$ cat config.mk
export PLATFORM = sky130hd
export DESIGN_NAME = fsp_port
export DESIGN_NICKNAME = d
export VERILOG_FILES = /design/src/fsp_pin_sync.v /design/src/fsp_port.v
export VERILOG_INCLUDE_DIRS = /design/src
export SDC_FILE = /design/constraint.sdc
export NUM_CORES = 1
export LEC_CHECK = 0
export BUFFER_PORTS_ARGS = -buffer_cell sky130_fd_sc_hd__buf_2
export CAP_MARGIN = 20
export CORE_UTILIZATION = 39
export DETAILED_ROUTE_END_ITERATION = 8
export PLACE_DENSITY = 0.68
export SYNTH_ARGS = -nofsm -noshare
export SYNTH_HDL_FRONTEND = slang
export SYNTH_SLANG_ARGS = --single-unit
$ cat constraint.sdc
create_clock -name mclk -period 2.6 [get_ports mclk]
set_input_delay 0.52 -clock mclk [delete_from_list [all_inputs] [get_ports mclk]]
set_output_delay 0.52 -clock mclk [all_outputs]
set_load 0.005 [all_outputs]
$ cat src/fsp_port_map.vh
// Functional notes
// - the port has five two-way pins shared with four low area selects, a low refresh strobe and four low interrupt inputs.
// - expanded modes 1 to 5 add area selects, refresh strobe and interrupt inputs; single-chip modes 6 and 7 add only the interrupt inputs.
// - an 8-bit write-only direction register has bits 4 to 0, each choosing input or output for one pin.
// - every read of the direction register outside hardware standby returns all ones; in hardware standby a read gets an error and zero.
// - reset and hardware standby load the direction register with f0 in modes 1 to 4 and e0 in modes 5 to 7, bits 7 to 5 at one.
// - software standby keeps the direction register and every pin set as output keeps driving.
// - in expanded modes direction bits 4 to 1 make pins 4 to 1 area select outputs and bit 0 makes pin 0 an output; a clear bit makes an input.
// - in single-chip modes each pin is plain i/o, output when its direction bit is one, input when zero.
// - an 8-bit read/write data register holds in bits 4 to 0 the output values for pins 4 to 0.
// - a data read returns the stored bit where the direction bit is one and the pin level where it is zero.
// - data bits 7 to 5 ignore writes and read one outside hardware standby, where a read gets an error and zero.
// - reset and hardware standby set the data register to e0; software standby leaves it unchanged.
`ifndef FSP_PORT_MAP_VH
`define FSP_PORT_MAP_VH

// register indices as printed, byte address is four times the index
`define FSP_IDX_DIR       16'hffcd
`define FSP_IDX_DATA      16'hffcf
`define FSP_ADDR_W        18
`define FSP_ADDR_DIR      18'h3_ff34
`define FSP_ADDR_DATA     18'h3_ff3c

// field layout
`define FSP_PINS          5
`define FSP_PIN_MSB       4
`define FSP_RSV_MSB       7
`define FSP_RSV_LSB       5
`define FSP_BIT_SEL0      4

// reset values
`define FSP_DIR_RST_LOW   8'hf0
`define FSP_DIR_RST_HIGH  8'he0
`define FSP_DATA_RST      8'he0
`define FSP_RSV_ONES      3'h7
`define FSP_DIR_READ      8'hff

// operating modes
`define FSP_MODE_1        3'h1
`define FSP_MODE_4        3'h4
`define FSP_MODE_6        3'h6
`define FSP_MODE_7        3'h7

// cycles after reset release before the mode strap is settled
`define FSP_INIT_CYCLES   3'h4

`endif

$ cat src/fsp_pin_sync.v
`timescale 1ns/100ps
// three-stage input synchroniser, output follows once stages two and three agree
module fsp_pin_sync #(
    parameter W       = 1,
    parameter RST_VAL = 1'b0
) (
    input  wire         mclk,
    input  wire         reset,
    input  wire [W-1:0] din,
    output reg  [W-1:0] dout
);
    reg [W-1:0] s1_ff;
    reg [W-1:0] s2_ff;
    reg [W-1:0] s3_ff;
    integer     i;

    // first stage feeds only the second
    always @(posedge mclk or posedge reset) begin
        if (reset) begin
            s1_ff <= {W{RST_VAL}};
            s2_ff <= {W{RST_VAL}};
            s3_ff <= {W{RST_VAL}};
            dout  <= {W{RST_VAL}};
        end else begin
            s1_ff <= din;
            s2_ff <= s1_ff;
            s3_ff <= s2_ff;
            for (i = 0; i < W; i = i + 1) begin
                if (s2_ff[i] == s3_ff[i]) begin
                    dout[i] <= s3_ff[i];
                end
            end
        end
    end
endmodule // fsp_pin_sync

$ cat src/fsp_port.v
// The APB register port was chosen for this implementation.
`timescale 1ns/100ps
`include "fsp_port_map.vh"
// five-pin shared i/o port with apb register access
module fsp_port (
    input  wire                   mclk,
    input  wire                   reset,
    // operating mode strap and standby controls
    input  wire [2:0]             mode,
    input  wire                   hw_standby,
    input  wire                   sw_standby,
    // apb slave
    input  wire                   psel,
    input  wire                   penable,
    input  wire                   pwrite,
    input  wire [`FSP_ADDR_W-1:0] paddr,
    input  wire [31:0]            pwdata,
    output reg  [31:0]            prdata,
    output reg                    pready,
    output reg                    pslverr,
    // alternate functions from bus and refresh controllers, interrupt requests out to the controller
    input  wire [3:0]             area_select_n,
    input  wire                   refresh_strobe_n,
    input  wire                   refresh_enable,
    output wire [3:0]             ext_irq_request_n,
    // pins
    input  wire [4:0]             pin_in,
    output reg  [4:0]             pin_out,
    output reg  [4:0]             pin_oe
);
    // settled inputs
    wire [4:0] pin_sync;
    wire [2:0] mode_sync;
    wire       hw_stby_sync;
    wire       sw_stby_sync;

    // registers
    reg  [7:0] pin_direction_ff;
    reg  [7:0] pin_data_ff;
    reg  [2:0] mode_ff;
    reg  [2:0] init_cnt_ff;
    reg        init_done_ff;

    // next values
    reg  [7:0] nxt_pin_direction;
    reg  [7:0] nxt_pin_data;
    reg  [4:0] nxt_pin_out;
    reg  [4:0] nxt_pin_oe;
    reg  [31:0] nxt_prdata;
    reg        nxt_pslverr;

    // decode
    wire       expanded;
    wire       low_dir_modes;
    wire       hit_dir;
    wire       hit_data;
    wire       access;
    wire       complete;
    wire [7:0] dir_init;
    wire [7:0] data_read;
    integer    i;

    // pin levels, interrupt inputs included
    fsp_pin_sync #(
        .W       (5),
        .RST_VAL (1'b1)
    ) u_pin_sync (
        .mclk  (mclk),
        .reset (reset),
        .din   (pin_in),
        .dout  (pin_sync)
    );

    // mode strap
    fsp_pin_sync #(
        .W       (3),
        .RST_VAL (1'b0)
    ) u_mode_sync (
        .mclk  (mclk),
        .reset (reset),
        .din   (mode),
        .dout  (mode_sync)
    );

    // standby controls
    fsp_pin_sync #(
        .W       (2),
        .RST_VAL (1'b0)
    ) u_stby_sync (
        .mclk  (mclk),
        .reset (reset),
        .din   ({hw_standby, sw_standby}),
        .dout  ({hw_stby_sync, sw_stby_sync})
    );

    // interrupt requests reach the controller in every mode
    assign ext_irq_request_n = pin_sync[3:0];

    // mode classes
    assign expanded      = (mode_ff != `FSP_MODE_6) && (mode_ff != `FSP_MODE_7);
    assign low_dir_modes = (mode_ff >= `FSP_MODE_1) && (mode_ff <= `FSP_MODE_4);
    assign dir_init      = low_dir_modes ? `FSP_DIR_RST_LOW : `FSP_DIR_RST_HIGH;

    // apb decode, one wait state from registered pready
    assign hit_dir  = (paddr == `FSP_ADDR_DIR);
    assign hit_data = (paddr == `FSP_ADDR_DATA);
    assign access   = psel && penable && !pready && init_done_ff;
    assign complete = psel && penable && pready;

    // per-bit read mux, reserved bits forced high
    assign data_read = {`FSP_RSV_ONES,
                        (pin_direction_ff[4:0] & pin_data_ff[4:0]) |
                        (~pin_direction_ff[4:0] & pin_sync)};

    // mode strap caught once the synchroniser has settled after release
    always @(posedge mclk or posedge reset) begin
        if (reset) begin
            init_cnt_ff  <= 3'h0;
            init_done_ff <= 1'b0;
            mode_ff      <= `FSP_MODE_7;
        end else if (!init_done_ff) begin
            if (init_cnt_ff == `FSP_INIT_CYCLES) begin
                init_done_ff <= 1'b1;
                mode_ff      <= mode_sync;
            end else begin
                init_cnt_ff <= init_cnt_ff + 3'h1;
            end
        end
    end

    // register next values
    always @* begin
        nxt_pin_direction = pin_direction_ff;
        nxt_pin_data      = pin_data_ff;
        if (!init_done_ff) begin
            // mode-dependent initial direction, reset value
            nxt_pin_direction = (init_cnt_ff == `FSP_INIT_CYCLES) ?
                                ((mode_sync >= `FSP_MODE_1 && mode_sync <= `FSP_MODE_4) ?
                                 `FSP_DIR_RST_LOW : `FSP_DIR_RST_HIGH) :
                                `FSP_DIR_RST_HIGH;
            nxt_pin_data      = `FSP_DATA_RST;
        end else if (hw_stby_sync) begin
            // hardware standby re-initialises both registers
            nxt_pin_direction = dir_init;
            nxt_pin_data      = `FSP_DATA_RST;
        end else if (complete && pwrite && !pslverr) begin
            // software standby takes no special path, contents kept
            if (hit_dir) begin
                // write-only direction bits 4..0, reserved stay one
                nxt_pin_direction = {`FSP_RSV_ONES, pwdata[4:0]};
            end
            if (hit_data) begin
                // data bits 4..0 stored, reserved unchangeable
                nxt_pin_data = {`FSP_RSV_ONES, pwdata[4:0]};
            end
        end
    end

    // register storage
    always @(posedge mclk or posedge reset) begin
        if (reset) begin
            pin_direction_ff <= `FSP_DIR_RST_HIGH;
            pin_data_ff      <= `FSP_DATA_RST;
        end else begin
            pin_direction_ff <= nxt_pin_direction;
            pin_data_ff      <= nxt_pin_data;
        end
    end

    // read data and error answer
    always @* begin
        nxt_prdata  = 32'h0000_0000;
        nxt_pslverr = 1'b0;
        if (hw_stby_sync) begin
            nxt_pslverr = 1'b1;
        end else if (hit_dir) begin
            if (!pwrite) begin
                nxt_prdata = {24'h00_0000, `FSP_DIR_READ};
            end
        end else if (hit_data) begin
            if (!pwrite) begin
                nxt_prdata = {24'h00_0000, data_read};
            end
        end else begin
            nxt_pslverr = 1'b1;
        end
    end

    // apb answer flops, pready high one cycle after the access phase opens
    always @(posedge mclk or posedge reset) begin
        if (reset) begin
            pready  <= 1'b0;
            prdata  <= 32'h0000_0000;
            pslverr <= 1'b0;
        end else if (access) begin
            pready  <= 1'b1;
            prdata  <= nxt_prdata;
            pslverr <= nxt_pslverr;
        end else begin
            pready  <= 1'b0;
            prdata  <= 32'h0000_0000;
            pslverr <= 1'b0;
        end
    end

    // pin function select per mode
    always @* begin
        nxt_pin_out = 5'h1f;
        nxt_pin_oe  = 5'h00;
        for (i = 0; i < `FSP_PINS; i = i + 1) begin
            // driver enabled only when direction bit is one
            nxt_pin_oe[i]  = pin_direction_ff[i];
            nxt_pin_out[i] = pin_data_ff[i];
        end
        if (expanded) begin
            // pin 4 area select 0, pins 3..1 area selects 3..1
            nxt_pin_out[4] = area_select_n[0];
            nxt_pin_out[3] = area_select_n[3];
            nxt_pin_out[2] = area_select_n[2];
            nxt_pin_out[1] = area_select_n[1];
            // pin 0 plain output unless refresh strobe selected
            if (refresh_enable) begin
                nxt_pin_out[0] = refresh_strobe_n;
            end
        end
        if (!init_done_ff || hw_stby_sync) begin
            // drivers off until mode known and in hardware standby
            nxt_pin_oe  = 5'h00;
            nxt_pin_out = 5'h1f;
        end
    end

    // pin drivers held in software standby, hardware standby still releases
    always @(posedge mclk or posedge reset) begin
        if (reset) begin
            pin_out <= 5'h1f;
            pin_oe  <= 5'h00;
        end else if (hw_stby_sync || !sw_stby_sync) begin
            pin_out <= nxt_pin_out;
            pin_oe  <= nxt_pin_oe;
        end
    end
endmodule // fsp_port

==> impl_results.html, run 1 <==
<table>
<tr><th>Metric</th><th>Value</th></tr>
<tr><th colspan="2">Yosys</th></tr>
<tr><td>Post-synthesis area per instance</td><td>about 13 sq um</td></tr>
<tr><td>Number of distinct library cells after synthesis</td><td>38</td></tr>
<tr><td>Asr flop ratio synth</td><td>between 90% and 100%</td></tr>
<tr><td>Number of synthesized flops with an enable pin</td><td>0</td></tr>
<tr><td>Synthesized instance count</td><td>235</td></tr>
<tr><td>Yosys warns</td><td>0</td></tr>
<tr><td>FF+latch count, synth</td><td>75</td></tr>
<tr><td>Top flip-flop cell by instance count after synthesis</td><td>sky130_fd_sc_hd__dfrtp_1</td></tr>
<tr><td>Post-synth design cell area</td><td>3042 sq um</td></tr>
<tr><td>Register area share after synthesis</td><td>a little over three fifths</td></tr>
<tr><th colspan="2">Clock tree</th></tr>
<tr><td>Clock network latency to the later pin of the worst-skew pair</td><td>around 0.35 ns</td></tr>
<tr><td>H-Tree Depth</td><td>3</td></tr>
<tr><td>Clock tree from TritonCTS</td><td>built</td></tr>
<tr><td>CTS Root Buffer Type</td><td>sky130_fd_sc_hd__clkbuf_8</td></tr>
<tr><td>Resized Gates After CTS</td><td>0</td></tr>
<tr><td>Number of buffers inserted to repair setup after CTS</td><td>0</td></tr>
<tr><td>Cts bufs inserted</td><td>9</td></tr>
<tr><td>Clock transition at path regs</td><td>around 0.080 ns</td></tr>
<tr><td>Hold buffers post-CTS</td><td>0</td></tr>
<tr><td>Clk buf depth</td><td>2</td></tr>
<tr><td>Clock sink count</td><td>75</td></tr>
<tr><th colspan="2">Final layout</th></tr>
<tr><td>Post-Layout Cell Count</td><td>between 400 and 500</td></tr>
<tr><td>Fillers</td><td>roughly 690</td></tr>
<tr><td>Leading cell types in the layout, fill and taps excluded</td><td>sky130_fd_sc_hd__buf_2, sky130_fd_sc_hd__dfrtp_1, sky130_fd_sc_hd__dfstp_2</td></tr>
<tr><td>Commonest non-fill, non-tap cell in the layout</td><td>sky130_fd_sc_hd__buf_2</td></tr>
<tr><td>Number of nets in the layout</td><td>about 380</td></tr>
<tr><td>Number of antenna repair diodes</td><td>0</td></tr>
<tr><td>Layout cells sized above 1</td><td>roughly 39%</td></tr>
<tr><td>Area of all sequential standard cells</td><td>about 1900 sq um</td></tr>
<tr><td>Area grow syn2layout</td><td>17.65%</td></tr>
<tr><td>Total area of multi-input combinational cells</td><td>between 900 and 1000 sq um</td></tr>
<tr><th colspan="2">Floorplan</th></tr>
<tr><td>I/O Pins</td><td>~120</td></tr>
<tr><td>Site row count</td><td>31</td></tr>
<tr><td>Die span in x</td><td>between 90 and 100 microns</td></tr>
<tr><td>Initial Utilization</td><td>41.06%</td></tr>
<tr><td>Total core area</td><td>7408 sq um</td></tr>
<tr><td>Die area</td><td>around 8200 sq um</td></tr>
<tr><td>Die span in y</td><td>~90 microns</td></tr>
<tr><th colspan="2">Critical path</th></tr>
<tr><td>Setup slack, reg-to-reg</td><td>roughly 0.97 ns</td></tr>
<tr><td>Data required time at the worst endpoint</td><td>between 2 and 3 ns</td></tr>
<tr><td>Worst reg2reg startpoint</td><td>u_stby_sync.dout[1]$_DFFE_PP0N_</td></tr>
<tr><td>Capture point of the worst reg-to-reg path</td><td>pin_oe[1]$_DFFE_PP0P_</td></tr>
<tr><td>CP Max Fanout</td><td>11</td></tr>
<tr><td>Register-to-Register Path Depth</td><td>3</td></tr>
<tr><td>Critical path launch point type</td><td>flop</td></tr>
<tr><td>Worst path arrival time</td><td>about 1.9 ns</td></tr>
<tr><td>Type of element capturing the critical path</td><td>flop</td></tr>
<tr><td>Category of the critical setup timing path</td><td>flop to flop</td></tr>
<tr><th colspan="2">Route</th></tr>
<tr><td>Antenna-violating nets left</td><td>0</td></tr>
<tr><td>Vias/cell</td><td>between 4 and 5</td></tr>
<tr><td>Met1 WL</td><td>between 2000 and 2500 microns</td></tr>
<tr><td>Routed wirelength normalized by instance count</td><td>roughly 13 microns</td></tr>
<tr><td>Number of optimization iterations in the first detailed-route pass</td><td>4</td></tr>
<tr><td>DRC violation total after the first TritonRoute iteration</td><td>79</td></tr>
<tr><td>Via count</td><td>around 1900</td></tr>
<tr><td>DR WL met3</td><td>~350 microns</td></tr>
<tr><td>Drc violations</td><td>0</td></tr>
<tr><td>Length of routed met2 wiring</td><td>~2500 microns</td></tr>
<tr><td>Uppermost layer routed</td><td>met4</td></tr>
<tr><td>Wire length reported by the detailed router</td><td>5354 microns</td></tr>
<tr><th colspan="2">GRT</th></tr>
<tr><td>GRT Util Overall</td><td>between 10% and 20%</td></tr>
<tr><td>Wire length of the first global-routing pass</td><td>between 9000 and 10000 microns</td></tr>
<tr><td>Initial antenna violation count</td><td>0</td></tr>
<tr><td>Number of global-route vias before repair</td><td>1836</td></tr>
<tr><td>Largest net degree at the start of global routing</td><td>53</td></tr>
<tr><td>GR Overflow Total</td><td>0</td></tr>
<tr><th colspan="2">STA</th></tr>
<tr><td>Final sum of negative setup slack</td><td>0 ns</td></tr>
<tr><td>Final critical delay including setup and external delays</td><td>1.627 ns</td></tr>
<tr><td>Worst clock skew on the final layout</td><td>0.008851 ns</td></tr>
<tr><td>Final Setup Violations</td><td>0</td></tr>
<tr><td>Worst relative slew slack</td><td>approximately 60%</td></tr>
<tr><td>Count of final hold-check violations</td><td>0</td></tr>
<tr><td>Period utilization</td><td>about 63%</td></tr>
<tr><td>Fmax achieved</td><td>about 610 MHz</td></tr>
<tr><td>Max-slew violations</td><td>0</td></tr>
<tr><td>Unrepaired setup endpoints after global routing</td><td>false</td></tr>
<tr><td>Slew of the pin with the lowest slew margin</td><td>roughly 0.58 ns</td></tr>
<tr><th colspan="2">Flow run</th></tr>
<tr><td>Max capacitance violation total</td><td>0</td></tr>
<tr><th colspan="2">Place</th></tr>
<tr><td>Count of input and output buffers</td><td>67</td></tr>
<tr><td>Cell Count Post-Placement</td><td>390</td></tr>
<tr><td>Detailed placement HPWL</td><td>between 3000 and 4000 microns</td></tr>
<tr><td>Routability congestion estimate from global placement</td><td>0.7919</td></tr>
<tr><th colspan="2">Run status</th></tr>
<tr><td>Outcome</td><td>complete, no violations</td></tr>
<tr><th colspan="2">Pwr</th></tr>
<tr><td>Total power density per cell area</td><td>688.4 nW/um^2</td></tr>
<tr><td>Static Leakage</td><td>1.691 nW</td></tr>
<tr><td>VDD IR max</td><td>between 0.2 and 0.3 mV</td></tr>
<tr><th colspan="2">Hold path</th></tr>
<tr><td>Worst Hold Class</td><td>primary input to async pin</td></tr>
</table>
==> through the flow <==
stage	area, sq um	util, %	hold slack (ns)	worst slack, ns	total power [mW]
finish	3578	48.30	0.2029	0.9728	2.463
detailed placement	3351	45.23	0.3347	0.7002	1.495
global placement	3351	45.23	0.3341	0.6932	1.486
CTS	3578	48.30	0.2087	0.9382	2.499
global route	3578	48.30	0.2179	0.7765	2.583
floorplan	3128	-	0.3312	0.2164	1.439
==> area by class of cell <==
type,count,share of cell area (%)
flip-flops and latches,75,53.43
inverters,7,0.7343
well taps,99,3.462
repair buffers,68,9.930
clock inverters,5,2.413
clock buffers,11,3.951
multi-input cells,141,26.08
==> worst max-delay path: stages (launching register included) <==
cell	delay, ns
sky130_fd_sc_hd__dfrtp_1	0.48
sky130_fd_sc_hd__nand2b_1	0.35
sky130_fd_sc_hd__nor2_1	0.53
sky130_fd_sc_hd__a22o_1	0.21
==> synthesized netlist by cell type (all sizes together) (4+ instances only) <==
master | count | share of area [%]
buf | 35 | 8.4
nand4 | 13 | 2.7
dfstp | 28 | 24
a21oi | 22 | 3.6
mux2i | 10 | 3.3
dfrtp | 47 | 39
nor2 | 11 | 1.4
a22o | 4 | 1.2
nand2 | 5 | 0.62
maj3 | 10 | 3.3
inv | 7 | 0.86
o21ai | 10 | 1.6
==> metal layers <==
layer | up-vias | GRT usage (%)
met5 | - | 0
met2 | 80 | 21.88
met4 | 0 | 7.124
met3 | 12 | 4.545
met1 | 892 | 19.26
li1 | 904 | -
==> cells by family (layout without fill, tap and decap cells) <==
group	after synthesis	count (layout)	share of synthesized area [%]
XOR/XNOR	3	3	0.8640
AO/OA/AOI/OAI	41	41	7.980
other	1	24	0.1233
flip-flops	75	75	62.86
multiplexers	13	13	4.402
buffers and inverters	42	91	9.297
adder cells (fa/ha/maj)	12	12	4.114
AND/OR/NAND/NOR	48	48	10.37
==> worst max-delay path by stage <==
stage / to / from
3_5_place_dp: prdata[0]$_DFF_PP0_ / paddr[0]
4_1_cts: pin_oe[1]$_DFFE_PP0P_ / u_stby_sync.dout[1]$_DFFE_PP0N_
6_report: pin_oe[1]$_DFFE_PP0P_ / u_stby_sync.dout[1]$_DFFE_PP0N_
5_1_grt: pin_oe[1]$_DFFE_PP0P_ / u_stby_sync.dout[1]$_DFFE_PP0N_
3_3_place_gp: prdata[3]$_DFF_PP0_ / paddr[0]
2_1_floorplan: init_cnt_ff[0]$_DFFE_PP0P_ / reset
==> power by group <==
part           switching (mW)  internal, mW  total, mW
combinational          0.0947        0.0833      0.178
sequential             0.0405          1.25       1.29
clock                   0.423         0.572      0.994
total                   0.558          1.91       2.46
==> flip-flops by register name, summed over array words and instances (netlist names), 5 cells and up <==
signal and flops:
prdata 6, u_pin_sync.s3_ff 5, pin_oe 5, pin_out 5
u_pin_sync.s2_ff 5, u_pin_sync.dout 5, u_pin_sync.s1_ff 5, pin_direction_ff 5
pin_data_ff 5
Power figures use the tool's default switching activity.
==> run 2: changes to the inputs <==
--- a/config.mk
+++ b/config.mk
@@ -6,11 +6,12 @@
 export SDC_FILE = /design/constraint.sdc
 export NUM_CORES = 1
 export LEC_CHECK = 0
+export ABC_AREA = 1
 export BUFFER_PORTS_ARGS = -buffer_cell sky130_fd_sc_hd__buf_2
 export CAP_MARGIN = 20
 export CORE_UTILIZATION = 39
 export DETAILED_ROUTE_END_ITERATION = 8
-export PLACE_DENSITY = 0.68
+export PLACE_DENSITY = 0.7
 export SYNTH_ARGS = -nofsm -noshare
 export SYNTH_HDL_FRONTEND = slang
 export SYNTH_SLANG_ARGS = --single-unit
==> constraint.sdc (replaced) <==
create_clock -name mclk -period 1.4 [get_ports mclk]
set_input_delay 0.28 -clock mclk [delete_from_list [all_inputs] [get_ports mclk]]
set_output_delay 0.28 -clock mclk [all_outputs]
set_load 0.005 [all_outputs]
==> impl_results.html, run 2 <==
<table>
<tr><th>Metric</th><th>Value</th></tr>
<tr><th colspan="2">Run status</th></tr>
<tr><td>Outcome</td><td>complete, no violations</td></tr>
<tr><th colspan="2">Route</th></tr>
<tr><td>Via count</td><td>~2100</td></tr>
<tr><td>Antenna-violating nets left</td><td>0</td></tr>
<tr><td>Wire length reported by the detailed router</td><td>about 5600 microns</td></tr>
<tr><td>Number of optimization iterations in the first detailed-route pass</td><td>4</td></tr>
<tr><td>Vias/cell</td><td>~4.4</td></tr>
<tr><td>Routed wirelength normalized by instance count</td><td>approximately 12 microns</td></tr>
<tr><td>Drc violations</td><td>0</td></tr>
<tr><td>DRC violation total after the first TritonRoute iteration</td><td>115</td></tr>
<tr><th colspan="2">Pwr</th></tr>
<tr><td>Proportion of power drawn by the clock network</td><td>41.3%</td></tr>
<tr><td>Static Leakage</td><td>~1.9 nW</td></tr>
<tr><td>Reg power frac</td><td>approximately half</td></tr>
<tr><td>Total power density per cell area</td><td>1283 nW/um^2</td></tr>
<tr><td>VDD IR max</td><td>roughly 0.78 mV</td></tr>
<tr><td>Switching share of power</td><td>between 20% and 30%</td></tr>
<tr><td>Part of the total power dissipated in combinational logic</td><td>approximately 9%</td></tr>
<tr><td>Internal portion of total power</td><td>~3.7 mW</td></tr>
<tr><td>Net switching power figure</td><td>~1.1 mW</td></tr>
<tr><th colspan="2">Place</th></tr>
<tr><td>Routability congestion estimate from global placement</td><td>between 0.8 and 0.9</td></tr>
<tr><td>Count of input and output buffers</td><td>67</td></tr>
<tr><td>Detailed placement HPWL</td><td>4293 microns</td></tr>
<tr><th colspan="2">Clock tree</th></tr>
<tr><td>Clock transition at path regs</td><td>0.08 ns</td></tr>
<tr><td>Clock network latency to the later pin of the worst-skew pair</td><td>around 0.35 ns</td></tr>
<tr><td>Clk buf depth</td><td>2</td></tr>
<tr><td>Resized Gates After CTS</td><td>0</td></tr>
<tr><td>H-Tree Depth</td><td>3</td></tr>
<tr><td>Clock tree from TritonCTS</td><td>built</td></tr>
<tr><td>Clock sink count</td><td>75</td></tr>
<tr><td>CTS Root Buffer Type</td><td>sky130_fd_sc_hd__clkbuf_8</td></tr>
<tr><td>Cts bufs inserted</td><td>9</td></tr>
<tr><th colspan="2">Yosys</th></tr>
<tr><td>Post-synth design cell area</td><td>about 3100 sq um</td></tr>
<tr><td>Most numerous cell types in the synthesized netlist</td><td>sky130_fd_sc_hd__nand2_1, sky130_fd_sc_hd__dfrtp_1, sky130_fd_sc_hd__buf_4</td></tr>
<tr><td>Asr flop ratio synth</td><td>100.0%</td></tr>
<tr><td>Synthesized instance count</td><td>between 200 and 300</td></tr>
<tr><td>Biggest area contributors in the synthesized netlist</td><td>sky130_fd_sc_hd__dfrtp_1, sky130_fd_sc_hd__dfstp_2, sky130_fd_sc_hd__nand2_1</td></tr>
<tr><td>Yosys warns</td><td>0</td></tr>
<tr><td>Number of distinct library cells after synthesis</td><td>27</td></tr>
<tr><td>Most instantiated library cell after synthesis</td><td>sky130_fd_sc_hd__nand2_1</td></tr>
<tr><td>FF+latch count, synth</td><td>75</td></tr>
<tr><td>Register area share after synthesis</td><td>between 60% and 70%</td></tr>
<tr><td>Top flip-flop cell by instance count after synthesis</td><td>sky130_fd_sc_hd__dfrtp_1</td></tr>
<tr><td>Number of synthesized flops with an enable pin</td><td>0</td></tr>
<tr><td>Share of the synthesized area in the top cell type</td><td>a little under two fifths</td></tr>
<tr><td>Cell type with the highest aggregate area in the netlist</td><td>sky130_fd_sc_hd__dfrtp_1</td></tr>
<tr><td>Post-synthesis area per instance</td><td>about 11 sq um</td></tr>
<tr><th colspan="2">Critical path</th></tr>
<tr><td>Worst path buffer plus inverter count</td><td>1</td></tr>
<tr><td>Sequence of cells on the critical path</td><td>buf_2</td></tr>
<tr><td>Cell with the biggest individual delay on the critical path</td><td>sky130_fd_sc_hd__dfstp_2</td></tr>
<tr><td>Worst path arrival time</td><td>between 1 and 1.5 ns</td></tr>
<tr><td>Category of the critical setup timing path</td><td>flop to output port</td></tr>
<tr><td>Crit-path max cell delay</td><td>0.56 ns</td></tr>
<tr><td>Data required time at the worst endpoint</td><td>between 1 and 1.5 ns</td></tr>
<tr><td>Type of element capturing the critical path</td><td>output port</td></tr>
<tr><td>Critical path launch point type</td><td>flop</td></tr>
<tr><td>Top Family by Delay on Critical Path</td><td>flip-flops</td></tr>
<tr><td>CP Max Fanout</td><td>3</td></tr>
<tr><th colspan="2">STA</th></tr>
<tr><td>Period utilization</td><td>between 90 and 100%</td></tr>
<tr><td>Final Setup Violations</td><td>0</td></tr>
<tr><td>Fmax achieved</td><td>between 700 and 800 MHz</td></tr>
<tr><td>Final critical delay including setup and external delays</td><td>around 1.3 ns</td></tr>
<tr><td>Worst clock skew on the final layout</td><td>0.01003 ns</td></tr>
<tr><td>Final sum of negative setup slack</td><td>0 ns</td></tr>
<tr><td>Count of final hold-check violations</td><td>0</td></tr>
<tr><td>Unrepaired setup endpoints after global routing</td><td>false</td></tr>
<tr><td>Worst hold slack</td><td>about 0.024 ns</td></tr>
<tr><td>Max-slew violations</td><td>0</td></tr>
<tr><th colspan="2">GRT</th></tr>
<tr><td>Largest net degree at the start of global routing</td><td>35</td></tr>
<tr><td>Wire length of the first global-routing pass</td><td>roughly 9400 microns</td></tr>
<tr><td>Number of global-route vias before repair</td><td>roughly 2100</td></tr>
<tr><td>Initial antenna violation count</td><td>0</td></tr>
<tr><td>GR Overflow Total</td><td>0</td></tr>
<tr><td>GRT Util Overall</td><td>between 10% and 20%</td></tr>
<tr><th colspan="2">Hold path</th></tr>
<tr><td>Worst Hold Class</td><td>primary input to flop</td></tr>
<tr><th colspan="2">Floorplan</th></tr>
<tr><td>Die span in y</td><td>91.61 microns</td></tr>
<tr><td>Initial Utilization</td><td>between 40% and 50%</td></tr>
<tr><td>Die span in x</td><td>between 90 and 100 microns</td></tr>
<tr><td>Die area</td><td>~8400 sq um</td></tr>
<tr><td>I/O Pins</td><td>about 120</td></tr>
<tr><td>Total core area</td><td>between 7000 and 8000 sq um</td></tr>
<tr><td>Site row count</td><td>32</td></tr>
<tr><th colspan="2">Final layout</th></tr>
<tr><td>Register ranked first by flip-flop count</td><td>prdata</td></tr>
<tr><td>Commonest non-fill, non-tap cell in the layout</td><td>sky130_fd_sc_hd__buf_2</td></tr>
<tr><td>Area grow syn2layout</td><td>21.17%</td></tr>
<tr><td>Flip-flop count of the largest register after layout</td><td>6</td></tr>
<tr><td>Leading cell types in the layout, fill and taps excluded</td><td>sky130_fd_sc_hd__buf_2, sky130_fd_sc_hd__nand2_1, sky130_fd_sc_hd__dfrtp_1</td></tr>
<tr><td>Number of antenna repair diodes</td><td>0</td></tr>
<tr><td>Number of nets in the layout</td><td>450</td></tr>
<tr><td>Layout cells sized above 1</td><td>35.60%</td></tr>
<tr><th colspan="2">Flow run</th></tr>
<tr><td>Max capacitance violation total</td><td>0</td></tr>
</table>
## run 2: final cells by class
type                            instances  area [sq um]
Fill cell                             724          3933
Sequential cell                        75          1912
Multi-Input combinational cell        184         955.9
Timing Repair Buffer                   76         430.4
Tap cell                              102         127.6
Clock buffer                            9         123.9
Clock inverter                          7         123.9
Inverter                               31         121.4
## run 2: worst paths after layout
kind                            cells after the start                            from                         endpoint  slack, ns
worst max-delay path                                1  u_pin_sync.dout[3]$_DFFE_PP1N_             ext_irq_request_n[3]       0.10
worst min-delay path                                1                       pin_in[2]    u_pin_sync.s1_ff[2]$_DFF_PP1_       0.02
worst max register to register                      6      init_cnt_ff[0]$_DFFE_PP0P_  pin_direction_ff[4]$_DFFE_PP0P_       0.11
worst min register to register                      0  u_stby_sync.s1_ff[1]$_DFF_PP0_   u_stby_sync.s2_ff[1]$_DFF_PP0_       0.35
max in group asynchronous                           4                           reset           mode_ff[0]$_DFFE_PP1P_       0.37
min in group asynchronous                           3                           reset            pin_oe[0]$_DFFE_PP0P_       0.46
## run 2: power by group through the flow
stage	registers [mW]	clock network, mW	logic [mW]
2_1_floorplan	2.44	0	0.300
3_3_place_gp	2.45	0	0.433
3_5_place_dp	2.46	0	0.443
5_1_grt	2.44	2.17	0.501
6_report	2.42	2.01	0.439
4_1_cts	2.42	2.07	0.447
## run 2: repair_timing
item / in CTS / in global routing
setup buffers: 0 / 0
hold buffers: 1 / 0
hold endpoints to repair: 3 / 0
## run 2: cells by family (layout without fill, tap and decap cells)
group / count (synthesis) / count (layout) / synth area share, %
buffers and inverters: 62 / 123 / 11.19
AOI/OAI and AO/OA: 24 / 24 / 3.955
DFF: 75 / 75 / 61.05
xor gates and xnor gates: 3 / 3 / 0.8391
muxes: 2 / 2 / 0.7191
other: 1 / 24 / 0.1197
and+or+nand+nor: 119 / 119 / 18.14
adders and majority gates: 12 / 12 / 3.995
## run 2: per-stage QoR
| step | area (sq um) | total power [mW] | utilization, % | std cells | setup slack, ns |
|---|---|---|---|---|---|
| 5_1_grt | 3795 | 5.105 | 49.11 | 484 | 0.01453 |
| 2_1_floorplan | 3222 | 2.742 | - | 321 | 0.2525 |
| 3_3_place_gp | 3537 | 2.884 | 45.77 | 467 | 0.1174 |
| 6_report | 3795 | 4.870 | 49.11 | 484 | 0.1034 |
| 4_1_cts | 3795 | 4.937 | 49.11 | 484 | 0.08303 |
| 3_5_place_dp | 3537 | 2.903 | 45.77 | 467 | 0.08709 |
## run 2: per-layer routing
metal  share of wire (%)  GRT usage (%)  routed length, microns  vias to the layer above
met5                   0              0                       0                        -
met4                 1.6          7.011                      90                        0
met3                 7.1          5.307                     398                        9
met2                  48          23.25                    2711                       70
met1                  43          18.29                    2412                      991
li1                    -              -                       -                     1048
==> run 3: changes to the inputs <==
==> constraint.sdc (replaced) <==
create_clock -name mclk -period 1.1 [get_ports mclk]
set_input_delay 0.22 -clock mclk [delete_from_list [all_inputs] [get_ports mclk]]
set_output_delay 0.22 -clock mclk [all_outputs]
set_load 0.005 [all_outputs]
==> impl_results.html, run 3 (same netlist as run 2, synthesis figures left out) <==
<table>
<tr><th>Metric</th><th>Value</th></tr>
<tr><th colspan="2">Pwr</th></tr>
<tr><td>Switching share of power</td><td>roughly 24%</td></tr>
<tr><td>Reg power frac</td><td>around half</td></tr>
<tr><td>Total power density per cell area</td><td>between 1000 and 1500 nW/um^2</td></tr>
<tr><td>Net switching power figure</td><td>1.467 mW</td></tr>
<tr><td>Static Leakage</td><td>approximately 2.1 nW</td></tr>
<tr><td>Internal portion of total power</td><td>between 4 and 5 mW</td></tr>
<tr><td>Proportion of power drawn by the clock network</td><td>36.9%</td></tr>
<tr><td>Part of the total power dissipated in combinational logic</td><td>between 10 and 15%</td></tr>
<tr><td>Post-route total power</td><td>around 6.1 mW</td></tr>
<tr><td>VDD IR max</td><td>between 0.7 and 0.8 mV</td></tr>
<tr><th colspan="2">Clock tree</th></tr>
<tr><td>Clock network latency to the later pin of the worst-skew pair</td><td>around 0.35 ns</td></tr>
<tr><td>Clock tree from TritonCTS</td><td>built</td></tr>
<tr><td>H-Tree Depth</td><td>3</td></tr>
<tr><td>Cts bufs inserted</td><td>9</td></tr>
<tr><td>Clock transition at path regs</td><td>0.08 ns</td></tr>
<tr><td>Clk buf depth</td><td>2</td></tr>
<tr><td>CTS Root Buffer Type</td><td>sky130_fd_sc_hd__clkbuf_8</td></tr>
<tr><td>Clock sink count</td><td>75</td></tr>
<tr><th colspan="2">GRT</th></tr>
<tr><td>GR Overflow Total</td><td>0</td></tr>
<tr><td>Largest net degree at the start of global routing</td><td>60</td></tr>
<tr><td>Number of global-route vias before repair</td><td>about 2200</td></tr>
<tr><td>Wire length of the first global-routing pass</td><td>9680 microns</td></tr>
<tr><td>Initial antenna violation count</td><td>0</td></tr>
<tr><td>GRT Util Overall</td><td>between 10% and 20%</td></tr>
<tr><th colspan="2">Hold path</th></tr>
<tr><td>End point of the most critical hold path</td><td>pin_out[4]$_DFFE_PP1P_</td></tr>
<tr><td>Hold path startpoint</td><td>area_select_n[0]</td></tr>
<tr><td>Worst Hold Class</td><td>primary input to flop</td></tr>
<tr><td>Worst Hold Depth</td><td>3</td></tr>
<tr><th colspan="2">Final layout</th></tr>
<tr><td>Leading cell types in the layout, fill and taps excluded</td><td>sky130_fd_sc_hd__buf_2, sky130_fd_sc_hd__dfrtp_1, sky130_fd_sc_hd__nand2_1</td></tr>
<tr><td>Fillers</td><td>around 670</td></tr>
<tr><td>Area grow syn2layout</td><td>35.56%</td></tr>
<tr><td>Register ranked first by flip-flop count</td><td>prdata</td></tr>
<tr><td>Number of nets in the layout</td><td>between 400 and 500</td></tr>
<tr><td>Post-Layout Cell Count</td><td>a little over 500</td></tr>
<tr><td>Number of antenna repair diodes</td><td>0</td></tr>
<tr><td>Final design utilization</td><td>a little over half</td></tr>
<tr><td>Layout cells sized above 1</td><td>about half</td></tr>
<tr><td>Flip-flop count of the largest register after layout</td><td>6</td></tr>
<tr><td>Commonest non-fill, non-tap cell in the layout</td><td>sky130_fd_sc_hd__buf_2</td></tr>
<tr><th colspan="2">Route</th></tr>
<tr><td>Wire length reported by the detailed router</td><td>around 5900 microns</td></tr>
<tr><td>DRC violation total after the first TritonRoute iteration</td><td>between 100 and 150</td></tr>
<tr><td>Drc violations</td><td>0</td></tr>
<tr><td>Number of optimization iterations in the first detailed-route pass</td><td>4</td></tr>
<tr><td>Via count</td><td>2255</td></tr>
<tr><td>Routed wirelength normalized by instance count</td><td>around 11 microns</td></tr>
<tr><td>Vias/cell</td><td>between 4 and 5</td></tr>
<tr><td>Antenna-violating nets left</td><td>0</td></tr>
<tr><th colspan="2">Critical path</th></tr>
<tr><td>Cell with the biggest individual delay on the critical path</td><td>sky130_fd_sc_hd__dfstp_2</td></tr>
<tr><td>Crit-path max cell delay</td><td>around 0.55 ns</td></tr>
<tr><td>CP Max Fanout</td><td>2</td></tr>
<tr><td>Category of the critical setup timing path</td><td>flop to output port</td></tr>
<tr><td>Capture point of the worst reg-to-reg path</td><td>pin_direction_ff[1]$_DFFE_PP0P_</td></tr>
<tr><td>Worst path arrival time</td><td>1.00 ns</td></tr>
<tr><td>Top Family by Delay on Critical Path</td><td>flip-flops</td></tr>
<tr><td>Worst path buffer plus inverter count</td><td>1</td></tr>
<tr><td>Setup slack, reg-to-reg</td><td>-0.07 ns</td></tr>
<tr><td>Register-to-Register Path Depth</td><td>6</td></tr>
<tr><td>Data required time at the worst endpoint</td><td>approximately 0.9 ns</td></tr>
<tr><td>Worst reg2reg startpoint</td><td>pslverr$_DFF_PP0_</td></tr>
<tr><td>Sequence of cells on the critical path</td><td>buf_2</td></tr>
<tr><td>Type of element capturing the critical path</td><td>output port</td></tr>
<tr><td>Crit path from</td><td>u_pin_sync.dout[0]$_DFFE_PP1N_</td></tr>
<tr><td>Critical path launch point type</td><td>flop</td></tr>
<tr><th colspan="2">STA</th></tr>
<tr><td>Count of final hold-check violations</td><td>0</td></tr>
<tr><td>Final critical delay including setup and external delays</td><td>around 1.2 ns</td></tr>
<tr><td>Max-slew violations</td><td>0</td></tr>
<tr><td>Setup WS post-layout</td><td>-0.1204 ns</td></tr>
<tr><td>Final Setup Violations</td><td>20</td></tr>
<tr><td>Worst clock skew on the final layout</td><td>0.008554 ns</td></tr>
<tr><td>Fmax achieved</td><td>around 820 MHz</td></tr>
<tr><td>Period utilization</td><td>110.9%</td></tr>
<tr><td>Unrepaired setup endpoints after global routing</td><td>true</td></tr>
<tr><td>Worst hold slack</td><td>roughly 0.077 ns</td></tr>
<tr><th colspan="2">Floorplan</th></tr>
<tr><td>Initial Utilization</td><td>around two fifths</td></tr>
<tr><td>I/O Pins</td><td>about 120</td></tr>
<tr><td>Die span in x</td><td>roughly 92 microns</td></tr>
<tr><td>Die area</td><td>approximately 8400 sq um</td></tr>
<tr><td>Site row count</td><td>32</td></tr>
<tr><td>Total core area</td><td>between 7000 and 8000 sq um</td></tr>
<tr><td>Die span in y</td><td>between 90 and 100 microns</td></tr>
<tr><th colspan="2">Place</th></tr>
<tr><td>Cell Count Post-Placement</td><td>roughly 480</td></tr>
<tr><td>Count of input and output buffers</td><td>67</td></tr>
<tr><td>Detailed placement HPWL</td><td>just over 4000 microns</td></tr>
<tr><td>Routability congestion estimate from global placement</td><td>roughly 0.78</td></tr>
<tr><td>Worst setup slack before clock tree synthesis</td><td>-0.1439 ns</td></tr>
<tr><th colspan="2">Run status</th></tr>
<tr><td>Violations in the final reports</td><td>setup timing</td></tr>
<tr><td>Outcome</td><td>complete, but fails checks</td></tr>
<tr><th colspan="2">Flow run</th></tr>
<tr><td>Max capacitance violation total</td><td>0</td></tr>
</table>
run 3: cell types whose count changed in the layout (fill, tap and decap cells not counted), sizes merged:
cell and change:
inv -1, buf +24, dlygate4sd3 +10, clkbuf +2, bufinv -1
run 3: what timing repair did:
item	in CTS	in global routing
gates resized for setup	26	42
pin swaps	6	11
hold buffers	11	0
setup buffers	6	6
setup endpoints to repair	40	48
endpoints found under the hold margin	57	0
run 3: layout make-up:
type,count,area (sq um),area share [%]
Multi-Input combinational cell,184,1134,26.70
Inverter,31,130.1,3.065
Clock inverter,5,77.57,1.827
Tap cell,102,127.6,3.006
Sequential cell,75,1913,45.06
Timing Repair Buffer,110,732.0,17.24
Clock buffer,11,131.4,3.095
run 3: how the worst max path moves through the flow:
stage / to / slack, ns / depth (start not counted)
2_1_floorplan: pin_direction_ff[4]$_DFFE_PP0P_ / 0.001 / 5
3_3_place_gp: prdata[4]$_DFF_PP0_ / -0.12 / 9
3_5_place_dp: pin_direction_ff[0]$_DFFE_PP0P_ / -0.14 / 9
4_1_cts: ext_irq_request_n[0] / -0.14 / 1
5_1_grt: pin_direction_ff[1]$_DFFE_PP0P_ / -0.15 / 6
6_report: ext_irq_request_n[0] / -0.12 / 1
run 3: layer usage:
layer / up-vias / track usage [%] / part of all wire, %
met5: - / 0 / 0
met3: 12 / 4.229 / 6.2
met2: 82 / 24.44 / 49
met1: 1048 / 17.74 / 42
li1: 1113 / - / -
met4: 0 / 9.127 / 2.5
run 3: power by group through the flow:
stage / logic, mW / registers, mW / clock network, mW
after floorplan: 0.383 / 3.11 / 0
after global placement: 0.566 / 3.12 / 0
after detailed placement: 0.579 / 3.13 / 0
after CTS: 0.665 / 3.08 / 2.33
after global routing: 0.847 / 3.11 / 2.45
final: 0.757 / 3.09 / 2.24
run 3: per-stage QoR:
step	instance area (sq um)	setup TNS [ns]
2_1_floorplan	3229	0
3_3_place_gp	3622	-2.069
3_5_place_dp	3622	-2.646
4_1_cts	4073	-1.873
5_1_grt	4245	-3.229
6_report	4245	-1.446
